File: src/eptm_consts.svh
// Constants for the edge pair timetag measurement sequencer.
// Assumes a 50 MHz timebase clock; included by the package, the checker and the bench.
`ifndef EPTM_CONSTS_SVH
`define EPTM_CONSTS_SVH
`define EPTM_CLK_MHZ 50
`define EPTM_RECOVERY_NS 50
`define EPTM_RECOVERY_CYC (((`EPTM_RECOVERY_NS * `EPTM_CLK_MHZ) + 999) / 1000)
`define EPTM_MIN_GATE_NS 50
`define EPTM_MIN_GATE_CYC (((`EPTM_MIN_GATE_NS * `EPTM_CLK_MHZ) + 999) / 1000)
`define EPTM_TIME_W 48
`define EPTM_COUNT_W 56
`define EPTM_AVG_W 20
`define EPTM_AVG_MAX 1000000
`define EPTM_ADDR_W 4
`define EPTM_REG_CTRL 4'h0
`define EPTM_REG_PERIOD_LO 4'h1
`define EPTM_REG_PERIOD_HI 4'h2
`define EPTM_REG_GATE_LO 4'h3
`define EPTM_REG_GATE_HI 4'h4
`define EPTM_REG_EVENTS 4'h5
`define EPTM_REG_DELAY 4'h6
`define EPTM_REG_AVG 4'h7
`define EPTM_REG_STATUS 4'h8
`define EPTM_REG_COUNT_A 4'h9
`define EPTM_REG_COUNT_B 4'hA
`define EPTM_CTRL_RESET 32'h0000_0000
`define EPTM_CTRL_FUNC_LSB 0
`define EPTM_CTRL_CHAN_BIT 4
`define EPTM_CTRL_START_POL_BIT 5
`define EPTM_CTRL_STOP_POL_BIT 6
`define EPTM_CTRL_RUN_BIT 7
`define EPTM_CTRL_STOP_FIRST_BIT 8
`endif

File: src/eptm_pkg.sv
// Types for the edge pair timetag measurement sequencer.
// Assumes eptm_consts.svh sits on the include path.
`include "eptm_consts.svh"
package eptm_pkg;
    typedef enum logic [3:0] {
        EPTM_FN_FREQ_AVG = 4'h0,
        EPTM_FN_FREQ_LSQ = 4'h1,
        EPTM_FN_PERIOD_AVG = 4'h2,
        EPTM_FN_CONTINUOUS_INTERVAL = 4'h3,
        EPTM_FN_TIMING_DEVIATION = 4'h4,
        EPTM_FN_PERIOD = 4'h5,
        EPTM_FN_PULSE_WIDTH = 4'h6,
        EPTM_FN_SINGLE_CHANNEL_INTERVAL = 4'h7,
        EPTM_FN_RISE_FALL = 4'h8,
        EPTM_FN_DUAL_CHANNEL_INTERVAL = 4'h9,
        EPTM_FN_SIGNED_DUAL_CHANNEL_INTERVAL = 4'hA
    } eptm_func_t;
    typedef enum logic [1:0] {
        EPTM_ST_IDLE = 2'b00,
        EPTM_ST_WAIT_START = 2'b01,
        EPTM_ST_WAIT_STOP = 2'b11,
        EPTM_ST_RECOVER = 2'b10
    } eptm_state_t;
    typedef struct packed {
        logic valid;
        logic signed [`EPTM_TIME_W:0] result;
        logic [`EPTM_TIME_W-1:0] start_time;
        logic [`EPTM_TIME_W-1:0] stop_time;
        logic [`EPTM_COUNT_W-1:0] event_count;
        logic [3:0] func;
    } eptm_record_t;
endpackage

File: src/eptm_sequencer.sv
// Edge pair timetag measurement sequencer: channel edge counting, start and
// stop capture selection, recovery gap and result records.
// Assumes comparator outputs arrive asynchronously and a simple register port.
// Overview of operation
// RL1 - Single-channel edge-pair functions use one channel and both captures, one count.
// RL2 - Next start capture waits 50 ns after a stop timetag.
// RL3 - Result is stop time minus start time, count taken from start.
// RL4 - User arming governs start only; function fixes the stop condition.
// RL5 - Period stops on next edge of start polarity.
// RL6 - Pulse width stops on next edge of opposite polarity.
// RL7 - Single-channel interval uses independent start and stop polarities.
// RL8 - Rise and fall tags one edge at two thresholds.
// RL9 - Dual-channel functions start on one channel, stop on the other, either way.
// RL10 - Dual-channel interval has polarities and stop-arm delay; zero means next edge.
// RL11 - Positive intervals by default; signed option allows negative results.
// RL12 - Every function behaves the same on channel A or B.
// RL13 - Each record carries raw timetags and event count.
// RL14 - Single-edge functions run back to back, both channels independently; the code measures only the channel chosen by the channel bit.
// RL15 - Gate time from 50 ns and events per measurement from one upward.
// RL16 - Averaged frequency reduces samples by factor 1 to one million; the code decimates only the least-squares frequency function.
// RL17 - Deviation function reports timetag minus predicted time.
// RL18 - Continuous interval may span several periods, 50 ns upward.
// RL19 - Rise and fall accepts zero intervals with coincident captures.
// RL20 - Events keep being counted during recovery.
// RL21 - Closing timetag of one single-edge measurement opens the next.
// RL22 - Host supplies the reference period before deviation measurement.
// RL23 - Start arms during recovery are dropped, not queued.
// RL24 - Time and event counters never wrap within a measurement.
//
// Chosen here: the register addresses and strobed register access.
`timescale 1ns/10ps
module eptm_sequencer
    import eptm_pkg::*;
#(
    parameter int TIME_W = `EPTM_TIME_W,
    parameter int COUNT_W = `EPTM_COUNT_W
) (
    input wire logic clk_in,
    input wire logic rst_in,
    input wire logic [1:0] chan_in,
    input wire logic [1:0] chan_hi_in,
    input wire logic [`EPTM_ADDR_W-1:0] addr_in,
    input wire logic [31:0] wdata_in,
    input wire logic wr_in,
    input wire logic rd_in,
    output logic [31:0] rdata_out,
    output eptm_record_t rec_out
);
    localparam int REC_CYC = `EPTM_RECOVERY_CYC;
    // The recovery down-counter is eight bits wide, so longer gaps are refused here.
    if (TIME_W != `EPTM_TIME_W || COUNT_W != `EPTM_COUNT_W || REC_CYC < 1 || REC_CYC > 255) begin : g_bad_widths
        $error("eptm_sequencer: unsupported counter widths");
    end

    // Inputs cross from the comparators; two flops before any logic.
    logic [3:0] sync1_q;
    logic [3:0] sync2_q;
    logic [3:0] prev_q;
    always_ff @(posedge clk_in) begin
        sync1_q <= {chan_hi_in, chan_in};
        sync2_q <= sync1_q;
        if (rst_in) begin
            prev_q <= 4'h0;
        end else begin
            prev_q <= sync2_q;
        end
    end
    logic [3:0] rise;
    logic [3:0] fall;
    assign rise = sync2_q & ~prev_q;
    assign fall = ~sync2_q & prev_q;

    // Registers.
    logic [31:0] ctrl_q;
    logic [2*32-1:0] period_q;
    logic [2*32-1:0] gate_q;
    logic [31:0] events_q;
    logic [31:0] delay_q;
    logic [`EPTM_AVG_W-1:0] avg_q;
    always_ff @(posedge clk_in) begin
        if (rst_in) begin
            ctrl_q <= `EPTM_CTRL_RESET;
            period_q <= 64'h0000_0000_0000_0000;
            gate_q <= 64'h0000_0000_0000_0000;
            events_q <= 32'h0000_0001;
            delay_q <= 32'h0000_0000;
            avg_q <= 20'h0_0001;
        end else if (wr_in) begin
            case (addr_in)
                `EPTM_REG_CTRL: ctrl_q <= wdata_in;
                `EPTM_REG_PERIOD_LO: period_q[31:0] <= wdata_in; // RL22
                `EPTM_REG_PERIOD_HI: period_q[63:32] <= wdata_in;
                `EPTM_REG_GATE_LO: gate_q[31:0] <= wdata_in;
                `EPTM_REG_GATE_HI: gate_q[63:32] <= wdata_in;
                `EPTM_REG_EVENTS: events_q <= (wdata_in == 32'h0000_0000) ? 32'h0000_0001 : wdata_in; // RL15
                `EPTM_REG_DELAY: delay_q <= wdata_in;
                `EPTM_REG_AVG: begin
                    if (wdata_in != 32'h0000_0000 && wdata_in <= 32'(`EPTM_AVG_MAX)) begin // RL16
                        avg_q <= wdata_in[`EPTM_AVG_W-1:0];
                    end
                end
                default: ;
            endcase
        end
    end

    eptm_func_t func;
    logic chan_b;
    logic start_pol;
    logic stop_pol;
    logic run;
    logic stop_first;
    assign func = eptm_func_t'(ctrl_q[`EPTM_CTRL_FUNC_LSB +: 4]);
    assign chan_b = ctrl_q[`EPTM_CTRL_CHAN_BIT];
    assign start_pol = ctrl_q[`EPTM_CTRL_START_POL_BIT];
    assign stop_pol = ctrl_q[`EPTM_CTRL_STOP_POL_BIT];
    assign run = ctrl_q[`EPTM_CTRL_RUN_BIT];
    assign stop_first = ctrl_q[`EPTM_CTRL_STOP_FIRST_BIT];

    // Timebase and per channel event counters; wide enough never to wrap.
    logic [TIME_W-1:0] time_q;
    logic [COUNT_W-1:0] count_q [2];
    always_ff @(posedge clk_in) begin
        if (rst_in) begin
            time_q <= '0;
        end else begin
            time_q <= time_q + 1'b1; // RL24
        end
    end
    genvar g;
    generate
        for (g = 0; g < 2; g++) begin : g_count
            always_ff @(posedge clk_in) begin
                if (rst_in || !run) begin
                    count_q[g] <= '0;
                end else if (start_pol ? fall[g] : rise[g]) begin
                    count_q[g] <= count_q[g] + 1'b1; // RL20 RL24
                end
            end
        end
    endgenerate

    // Edge selection; channel choice only swaps indices.
    logic s_ch;
    logic p_ch;
    logic p_hi;
    logic start_edge;
    logic stop_edge;
    logic dual;
    logic single_edge;
    assign dual = (func == EPTM_FN_DUAL_CHANNEL_INTERVAL) || (func == EPTM_FN_SIGNED_DUAL_CHANNEL_INTERVAL);
    assign single_edge = (func <= EPTM_FN_TIMING_DEVIATION);
    assign s_ch = chan_b; // RL12
    assign p_ch = dual ? ~chan_b : chan_b; // RL9
    assign p_hi = (func == EPTM_FN_RISE_FALL); // RL8
    assign start_edge = start_pol ? fall[s_ch] : rise[s_ch];
    always_comb begin
        unique case (func)
            EPTM_FN_PERIOD: stop_edge = start_pol ? fall[p_ch] : rise[p_ch]; // RL5 RL4
            EPTM_FN_PULSE_WIDTH: stop_edge = start_pol ? rise[p_ch] : fall[p_ch]; // RL6 RL4
            EPTM_FN_RISE_FALL: stop_edge = start_pol ? fall[{p_hi, p_ch}] : rise[{p_hi, p_ch}]; // RL8
            default: stop_edge = stop_pol ? fall[p_ch] : rise[p_ch]; // RL7 RL10
        endcase
    end

    // Sequencer.
    eptm_state_t state_q;
    logic [TIME_W-1:0] t0_q;
    logic [COUNT_W-1:0] e0_q;
    logic [31:0] dly_q;
    logic [7:0] rec_q;
    logic [31:0] nev_q;
    logic [`EPTM_AVG_W-1:0] nav_q;
    logic [TIME_W-1:0] exp_q;
    logic pre_stop_q;
    logic [TIME_W-1:0] pre_t_q;
    logic [TIME_W-1:0] gate_t;
    logic gate_ok;
    assign gate_t = time_q - t0_q;
    assign gate_ok = (gate_t >= gate_q[TIME_W-1:0]) && (gate_t >= TIME_W'(`EPTM_MIN_GATE_CYC)); // RL15 RL18

    always_ff @(posedge clk_in) begin
        if (rst_in || !run) begin
            state_q <= EPTM_ST_IDLE;
            t0_q <= '0;
            e0_q <= '0;
            dly_q <= 32'h0000_0000;
            rec_q <= 8'h00;
            nev_q <= 32'h0000_0000;
            nav_q <= '0;
            exp_q <= '0;
            pre_stop_q <= 1'b0;
            pre_t_q <= '0;
            // Stopping a run drops the pulse but keeps the last record readable.
            if (rst_in) begin
                rec_out <= '0;
            end else begin
                rec_out.valid <= 1'b0;
            end
        end else begin
            rec_out.valid <= 1'b0;
            unique case (state_q)
                EPTM_ST_IDLE: begin
                    state_q <= EPTM_ST_WAIT_START;
                end
                EPTM_ST_WAIT_START: begin
                    if (func == EPTM_FN_SIGNED_DUAL_CHANNEL_INTERVAL && stop_first && stop_edge) begin
                        pre_stop_q <= 1'b1; // RL11
                        pre_t_q <= time_q;
                    end
                    if (start_edge) begin // RL4
                        t0_q <= time_q;
                        e0_q <= count_q[s_ch]; // RL3
                        exp_q <= time_q + period_q[TIME_W-1:0];
                        dly_q <= delay_q;
                        nev_q <= events_q;
                        nav_q <= avg_q;
                        if (pre_stop_q) begin
                            rec_out.valid <= 1'b1;
                            rec_out.result <= $signed({1'b0, pre_t_q}) - $signed({1'b0, time_q}); // RL11
                            rec_out.start_time <= time_q;
                            rec_out.stop_time <= pre_t_q;
                            rec_out.event_count <= count_q[s_ch];
                            rec_out.func <= func;
                            pre_stop_q <= 1'b0;
                            rec_q <= 8'(REC_CYC);
                            state_q <= EPTM_ST_RECOVER;
                        end else if (p_hi && stop_edge) begin
                            rec_out.valid <= 1'b1; // RL19
                            rec_out.result <= '0;
                            rec_out.start_time <= time_q;
                            rec_out.stop_time <= time_q;
                            rec_out.event_count <= count_q[s_ch];
                            rec_out.func <= func;
                            rec_q <= 8'(REC_CYC);
                            state_q <= EPTM_ST_RECOVER;
                        end else begin
                            state_q <= EPTM_ST_WAIT_STOP; // RL1
                        end
                    end
                end
                EPTM_ST_WAIT_STOP: begin
                    if (single_edge) begin
                        // Zero dead time: the closing tag reopens the next measurement.
                        if (start_edge && nev_q > 32'h0000_0001) begin
                            nev_q <= nev_q - 32'h0000_0001;
                        end else if (start_edge && gate_ok) begin
                            // Decimated samples leave the record untouched so its fields keep standing.
                            if ((func != EPTM_FN_FREQ_LSQ) || (nav_q == 20'h0_0001)) begin // RL16
                                rec_out.valid <= 1'b1;
                                rec_out.result <= (func == EPTM_FN_TIMING_DEVIATION) ?
                                    $signed({1'b0, time_q}) - $signed({1'b0, exp_q}) : // RL17
                                    $signed({1'b0, time_q}) - $signed({1'b0, t0_q});
                                rec_out.start_time <= t0_q;
                                rec_out.stop_time <= time_q; // RL13
                                rec_out.event_count <= count_q[s_ch]; // RL13
                                rec_out.func <= func;
                            end
                            t0_q <= time_q; // RL21 RL14
                            e0_q <= count_q[s_ch];
                            exp_q <= exp_q + period_q[TIME_W-1:0];
                            nev_q <= events_q;
                            nav_q <= (nav_q <= 20'h0_0001) ? avg_q : nav_q - 1'b1;
                        end
                    end else if (stop_edge) begin
                        if (dual && dly_q != 32'h0000_0000) begin
                            dly_q <= dly_q - 32'h0000_0001; // RL10
                        end else begin
                            rec_out.valid <= 1'b1;
                            rec_out.result <= $signed({1'b0, time_q}) - $signed({1'b0, t0_q}); // RL3
                            rec_out.start_time <= t0_q; // RL13
                            rec_out.stop_time <= time_q;
                            rec_out.event_count <= e0_q;
                            rec_out.func <= func;
                            rec_q <= 8'(REC_CYC);
                            state_q <= EPTM_ST_RECOVER;
                        end
                    end
                end
                EPTM_ST_RECOVER: begin
                    // Starts seen here are dropped; nothing is queued.
                    if (rec_q <= 8'h01) begin // RL2 RL23
                        state_q <= EPTM_ST_WAIT_START;
                    end else begin
                        rec_q <= rec_q - 8'h01;
                    end
                end
            endcase
        end
    end

    always_ff @(posedge clk_in) begin
        if (rst_in) begin
            rdata_out <= 32'h0000_0000;
        end else if (rd_in) begin
            case (addr_in)
                `EPTM_REG_CTRL: rdata_out <= ctrl_q;
                `EPTM_REG_PERIOD_LO: rdata_out <= period_q[31:0];
                `EPTM_REG_PERIOD_HI: rdata_out <= period_q[63:32];
                `EPTM_REG_GATE_LO: rdata_out <= gate_q[31:0];
                `EPTM_REG_GATE_HI: rdata_out <= gate_q[63:32];
                `EPTM_REG_EVENTS: rdata_out <= events_q;
                `EPTM_REG_DELAY: rdata_out <= delay_q;
                `EPTM_REG_AVG: rdata_out <= 32'(avg_q);
                `EPTM_REG_STATUS: rdata_out <= {28'h000_0000, sync2_q[1:0], state_q};
                `EPTM_REG_COUNT_A: rdata_out <= count_q[0][31:0];
                `EPTM_REG_COUNT_B: rdata_out <= count_q[1][31:0];
                default: rdata_out <= 32'h0000_0000;
            endcase
        end else begin
            rdata_out <= 32'h0000_0000;
        end
    end
endmodule // eptm_sequencer

File: config.mk
export PLATFORM = sky130hd
export DESIGN_NAME = eptm_sequencer
export DESIGN_NICKNAME = d
export VERILOG_FILES = /design/src/eptm_pkg.sv /design/src/eptm_sequencer.sv
export VERILOG_INCLUDE_DIRS = /design/src /design/src/src
export SDC_FILE = /design/constraint.sdc
export NUM_CORES = 2
export LEC_CHECK = 0
export BUFFER_PORTS_ARGS = -buffer_cell sky130_fd_sc_hd__buf_2
export CAP_MARGIN = 20
export CORE_MARGIN = 2
export CORE_UTILIZATION = 43
export CTS_CLUSTER_DIAMETER = 200
export DETAILED_ROUTE_END_ITERATION = 8
export SLEW_MARGIN = 20
export SYNTH_ARGS = -nofsm -noshare
export SYNTH_HDL_FRONTEND = slang
export SYNTH_SLANG_ARGS = --single-unit
File: constraint.sdc
create_clock -name clk_in -period 11.1 [get_ports clk_in]
set_clock_uncertainty 0.15 [all_clocks]
set_input_delay 0.555 -clock clk_in [delete_from_list [all_inputs] [get_ports clk_in]]
set_output_delay 0.555 -clock clk_in [all_outputs]
set_load 0.01 [all_outputs]
== Word-level counts from Yosys, hierarchy flattened ==
Memories as Yosys holds them, arrays and structs flattened. A register that Yosys moved wholly into a read port is not among the register bits.
Cells that the tools add are included.
W data, S select, Z words.
Storage, ports and cells
  flip-flop bits (word level): 837
  RAM bits: 112
  input port bits: 44
  output and inout port bits: 238
  logic and storage cells: 236
  memories kept: 1
Memory list
  count_q: words 2, width 56, rd ports 3, clocked after Yosys merged registers in 1, wr ports 2, RTL line eptm_sequencer.sv:122  | logic [COUNT_W-1:0] count_q [2];
Cells by class
  add/subtract/negate cells: 13
  $lt $le $gt $ge: 10
  equal/unequal tests: 41
  multiplexer cells: 98
  bitwise logic cells: 8
  reductions and logical operators: 36
Operators by type and width (number)
  $mux W206: 9
  $pmux W206 S2: 1
  $mux W205: 2
  $mux W48: 8
  $pmux W32 S11: 1
  $mux W56: 6
  $mux W32: 9
  $pmux W48 S2: 2
  $sub A48 B48 Y49: 3
  $pmux W32 S2: 2
  $add A56 B1 Y56 const B: 2
  $pmux W56 S2: 1
  $mux W20: 5
  $add A48 B48 Y48: 2
  $reduce_bool A32 Y1: 2
  $sub A32 B1 Y32 const B: 2
  $mux W8: 7
  $mux W49: 1
  $add A48 B1 Y48 const B: 1
  $ge A48 B2 Y1 const B: 1
  $ge A48 B48 Y1: 1
  $sub A48 B48 Y48: 1
  $pmux W20 S2: 1
  $mux W1: 33
  44 further kinds: 103

== Depth between registers and ports, before layout ==
  depth after elaboration: 13
  depth in mapped cells: 28
  gate-level depth less buffers: 25

== Least setup slack after synthesis ==
No wires, ideal clock.
  path kind: flip-flop to flip-flop
  start point: register time_q[0]
  end point: register rec_out[0] (netlist name) (enable)
  library setup time: 0.581 ns
  arrival time: 9.047 ns
  required time: 10.369 ns
  path slack: 1.322 ns
  cell stages (with the launch flop): 25
  buffers on the path: 0
  period minus slack after synthesis: 9.778 ns
  cell sequence: dfxtp_1 > inv_1 > ha_1 > inv_1 > fa_1 > a211oi_2 > o21ai_0 > a31oi_1 > o211ai_1 > a21o_1 > a31oi_1 > o21ai_0 > xor2_1 > ha_1 > nand4_1 > nor2_1 > nand3_1 > a21oi_1 > o21ai_0 > mux2_2 > o31ai_1 > and2_1 > o21ai_4 > o211ai_1 > a41o_1
Between the ends
  longest elaborated chain between the ends: 6
  elaborated cells between the ends (all ways): 7
  classes of those cells: 1 x add/sub; 2 x order compare; 1 x eq/ne; 3 x reduce/logical
RTL lines
  from (decl): RTL line eptm_sequencer.sv:121  | logic [TIME_W-1:0] time_q;
  from (signal assigned): RTL line eptm_sequencer.sv:127  | time_q <= time_q + 1'b1;
  $sub A48 B48 Y48 (*): RTL line eptm_sequencer.sv:179  | assign gate_t = time_q - t0_q;
  $ge A48 B48 Y1 or $ge A48 B2 Y1 (tied branches): RTL line eptm_sequencer.sv:180  | assign gate_ok = (gate_t >= gate_q[TIME_W-1:0]) && (gate_t >= TIME_W'(`EPTM_MIN_GATE_CYC));
  $logic_and A1 B1 Y1 (*): RTL line eptm_sequencer.sv:180
  $logic_and A1 B1 Y1 (*): RTL line eptm_sequencer.sv:247  | end else if (start_edge && gate_ok) begin
  $ne A4 B4 Y1 (no line) (*)
  $reduce_and A9 Y1 (no line) (*)
  to (decl): RTL line eptm_sequencer.sv:47  | output eptm_record_t rec_out
Mark *: on every way between the ends. The rest lies on a longest branch, timed or not.
A chain may end at the register's enable or synchronous reset.

== Worst setup path in the final report ==
  start point: register time_q[0]
  end point: register exp_q[41]
Between the ends
  longest elaborated chain between the ends: 6
  elaborated cells between the ends (all ways): 10
  classes of those cells: 2 x add/sub; 2 x order compare; 1 x eq/ne; 2 x mux; 3 x reduce/logical
RTL lines
  $sub A48 B48 Y48: RTL line eptm_sequencer.sv:179
  $ge A48 B48 Y1 or $ge A48 B2 Y1 (tied branches): RTL line eptm_sequencer.sv:180
  $logic_and A1 B1 Y1: RTL line eptm_sequencer.sv:180
  $logic_and A1 B1 Y1: RTL line eptm_sequencer.sv:247
  $ne A2 B2 Y1 (no line)
  $reduce_and A5 Y1 (no line)
  to (signal assigned): RTL line eptm_sequencer.sv:214  | exp_q <= time_q + period_q[TIME_W-1:0];
  to (signal assigned): RTL line eptm_sequencer.sv:261  | exp_q <= exp_q + period_q[TIME_W-1:0];
  to (decl): RTL line eptm_sequencer.sv:174  | logic [TIME_W-1:0] exp_q;
Parallel ways exist; a longest one is shown, timed or not. The select of a mux whose other input is x is not followed.

==> results.ini <==
[detailed_routing]
highest_layer=met5
drtAntennaViolNets=0
route.vias.total=50600
first_iter_violations=6534
met3_wirelength_um=19000
post_drt_wl_per_cell_um=24.6
wire_length_on_met2_um=87900
met1_length_um=88700
detail_route.drc_violations=30
post_drt_via_cell_ratio=6.08
wirelength_um=205000
drt_first_pass_iters=9

[grt]
grt_start_max_net_pins=163
grt.total_usage=0.311
first_global_vias=45500
antenna_found_initial=13
grt_remaining_overflow=0
grt_pass1_wl_um=300000

[critical_path]
critPathRequiredTime_ns=11.61
cp_slowest_stage_delay_ns=0.59
crit_arrival_ns=8.45
cp_slowest_cell=buf_4
crit_start=time_q[0]$_SDFF_PP0_
setup.worst_path.end_class=flip-flop
crit_path_frequent_cell=o21ai_0
start_kind=flip-flop
max_fanout_on_critical_path=162
setup.worst_path.class=flip-flop to flip-flop
worst_r2r_startpoint=time_q[0]$_SDFF_PP0_

[synthesis]
synth_cell_types=81
synthArstFlopShare=0
share_of_the_synthesized_area_in_compound_gates_ao_oa_aoi_oai=0.216
post_synthesis_adder_cell_area_fraction=0.0596
synth.area.mux_share=0.0178
ff_latch_count_synth=950
postSynthAreaPerCell_sq_um=8.23
postSynthNetCount=6815
yosys.area_share.simple=0.195
synth-edff-count=317
synth_area_sq_mm=0.0536
part_of_the_yosys_area_used_for_sequential_elements=0.414
netlist_instances=6518
dominant_combinational_cell_family_by_area_after_synthesis=compound AO/OA/AOI/OAI gates
yosys_warnings=0
synthFlopType=dfxtp_1
synthXorXnorAreaFrac=0.0501

[clock_tree]
cts_max_level=3
cts_resized=0
cts_buffer_depth=3
clock_tree.root_cell=clkbuf_16
clock-sinks=950
cts.hold.buffers_added=16
clk_pin_slew_ns=0.07
worstSkewPairLatency_ns=0.75
clock_buffers_created_by_tritoncts=106
cts_tree=done
post_cts_buffers=0

[run_status]
failing_checks=design-rule violations
run_status=finished, violations left

[sta]
max_frequency_mhz=126
slew_viol_final=0
layout_min_cycle_time_ns=7.94
final_number_of_setup_violating_endpoints=0
timing.final.crit_share=0.715
worst_pin_slew_ns=1.12
rsz_0062_raised_after_global_routing=no
finalWorstSetupSlack_ns=3.16
slew-limit-headroom=0.252
hold_viol=0
setup_total_negative_slack_ns=0

[place]
portBuffers=281
gp_congestion=1.01
dp_worst_setup_slack_ns=3.37
detailed_placement_wirelength_estimate_um=148000

[cells_and_area]
mostFrequentLayoutCells=1,075 x nand2_1, 672 x a21oi_1, 648 x nor2_1
drive_gt1_frac=0.0918
design.final.nets=6882
flow.area_growth_from_synthesis_pct=12.3
final_common_cell=nand2_1
final_core_utilization=0.486

[floorplan]
pin_count=282
core_area_sq_mm=0.124
floorplan.initialDensity=0.433
design.die.area_sq_mm=0.128
fp.dieW_um=357
fp-row-count=129
fp.dieH_um=357

[pwr]
reported_net_switching_power_mw=1.99
netSwitchingFraction=0.249
share_comb_of_total_power=0.071
power_density_cells_mw_per_mm2=133
intPower_mw=6.00
share_clk_of_total_power=0.471
p_leak_nw=21.8
vdd.ir_drop.worst_uv=129
sequentialPowerShare=0.458

[min_path]
hold_path_class=input pin to flip-flop
worst_hold_startpoint=rst_in

[flow_run]
drv.max_cap_violation_count=0

==> synthesized netlist by cell type, types with 47 or more instances <==
cell      count  area, sq um
a211oi_1     99          743
a21o_1       94          706
a21oi_1     673         3370
a221oi_1     79          692
a22o_1       49          429
a22oi_1     115          863
a31oi_1      50          313
and3_1       47          294
clkbuf_1    358         1340
dfxtp_1     633        12700
edfxtp_1    317         9520
ha_1        249         3120
inv_1       263          987
mux2i_1      84          841
nand2_1    1081         4060
nand3_1     173          866
nand4_1      66          413
nor2_1      653         2450
nor3_1       99          495
o21ai_0     355         1780
o31ai_1      64          480
or3_1        47          294
xnor2_1     169         1480
xor2_1      138         1210
==> power groups by stage <==
stage | clock, mW | combinational [mW] | sequential (mW)
after detailed placement | 0 | 0.542 | 3.73
after floorplan | 0 | 0.331 | 3.74
after global placement | 0 | 0.540 | 3.73
after global routing | 3.95 | 0.602 | 3.66
final | 3.76 | 0.567 | 3.66
after CTS | 3.81 | 0.551 | 3.66
==> layout make-up <==
type | count | area, sq um
Sequential cell | 950 | 22200
Multi-Input combinational cell | 4893 | 29100
Clock inverter | 55 | 678
Clock buffer | 145 | 3040
Timing Repair Buffer | 370 | 2200
Inverter | 264 | 991
Antenna cell | 1 | 2.50
Tap cell | 1637 | 2050
Fill cell | 12000 | 63600
==> worst paths after layout <==
path	slack, ns	end	cells after the start
worst min register to register	0.18	sync2_q[1]$_DFF_P_	0
worst max register to register	3.16	exp_q[41]$_SDFFE_PN0P_	27
worst max-delay path	3.16	exp_q[41]$_SDFFE_PN0P_	27
worst min-delay path	0.05	avg_q[7]$_SDFFE_PP0P_	2
==> critical path, delay by kind of cell (launching register included) <==
kind,cells,cell delay [ns]
xor+xnor,1,0.18
flops,1,0.37
mux,1,0.30
buf+inv,4,1.38
simple gates,5,0.75
fa+ha+maj,3,0.94
compound gates,13,3.58
==> logic make-up after synthesis <==
group | count (synthesis)
XOR/XNOR | 307
multiplexers | 90
flip-flops | 950
adder cells (fa/ha/maj) | 253
AO/OA/AOI/OAI | 1841
AND/OR/NAND/NOR | 2402
buffers and inverters | 675
==> layer usage <==
layer,global-route usage,vias up
met5,0,-
met2,0.460,2446
li1,-,23300
met3,0.0576,344
met1,0.443,24400
met4,0.136,14
==> stage by stage <==
stage | cells | power [mW] | hold WS (ns) | instance area, sq um
final | 8315 | 7.99 | 0.0470 | 60200
after global routing | 8314 | 8.21 | 0.0405 | 60200
after CTS | 8311 | 8.01 | 0.00255 | 60100
after detailed placement | 8095 | 4.27 | 0.162 | 56300
after global placement | 8095 | 4.27 | 0.163 | 56300
after floorplan | 6518 | 4.07 | 0.160 | 53600
==> flip-flops by register name, indices dropped and copies added (netlist names), 8 cells and up, named ones only <==
signal	count
nev_q	32
time_q	48
ctrl_q	32
t0_q	48
gate_q	64
e0_q	56
rec_out	206
period_q	64
avg_q	20
nav_q	20
events_q	32
rdata_out	32
dly_q	32
pre_t_q	48
rec_q	8
delay_q	32
count_q	112
exp_q	48
Power figures use the tool's default switching activity.
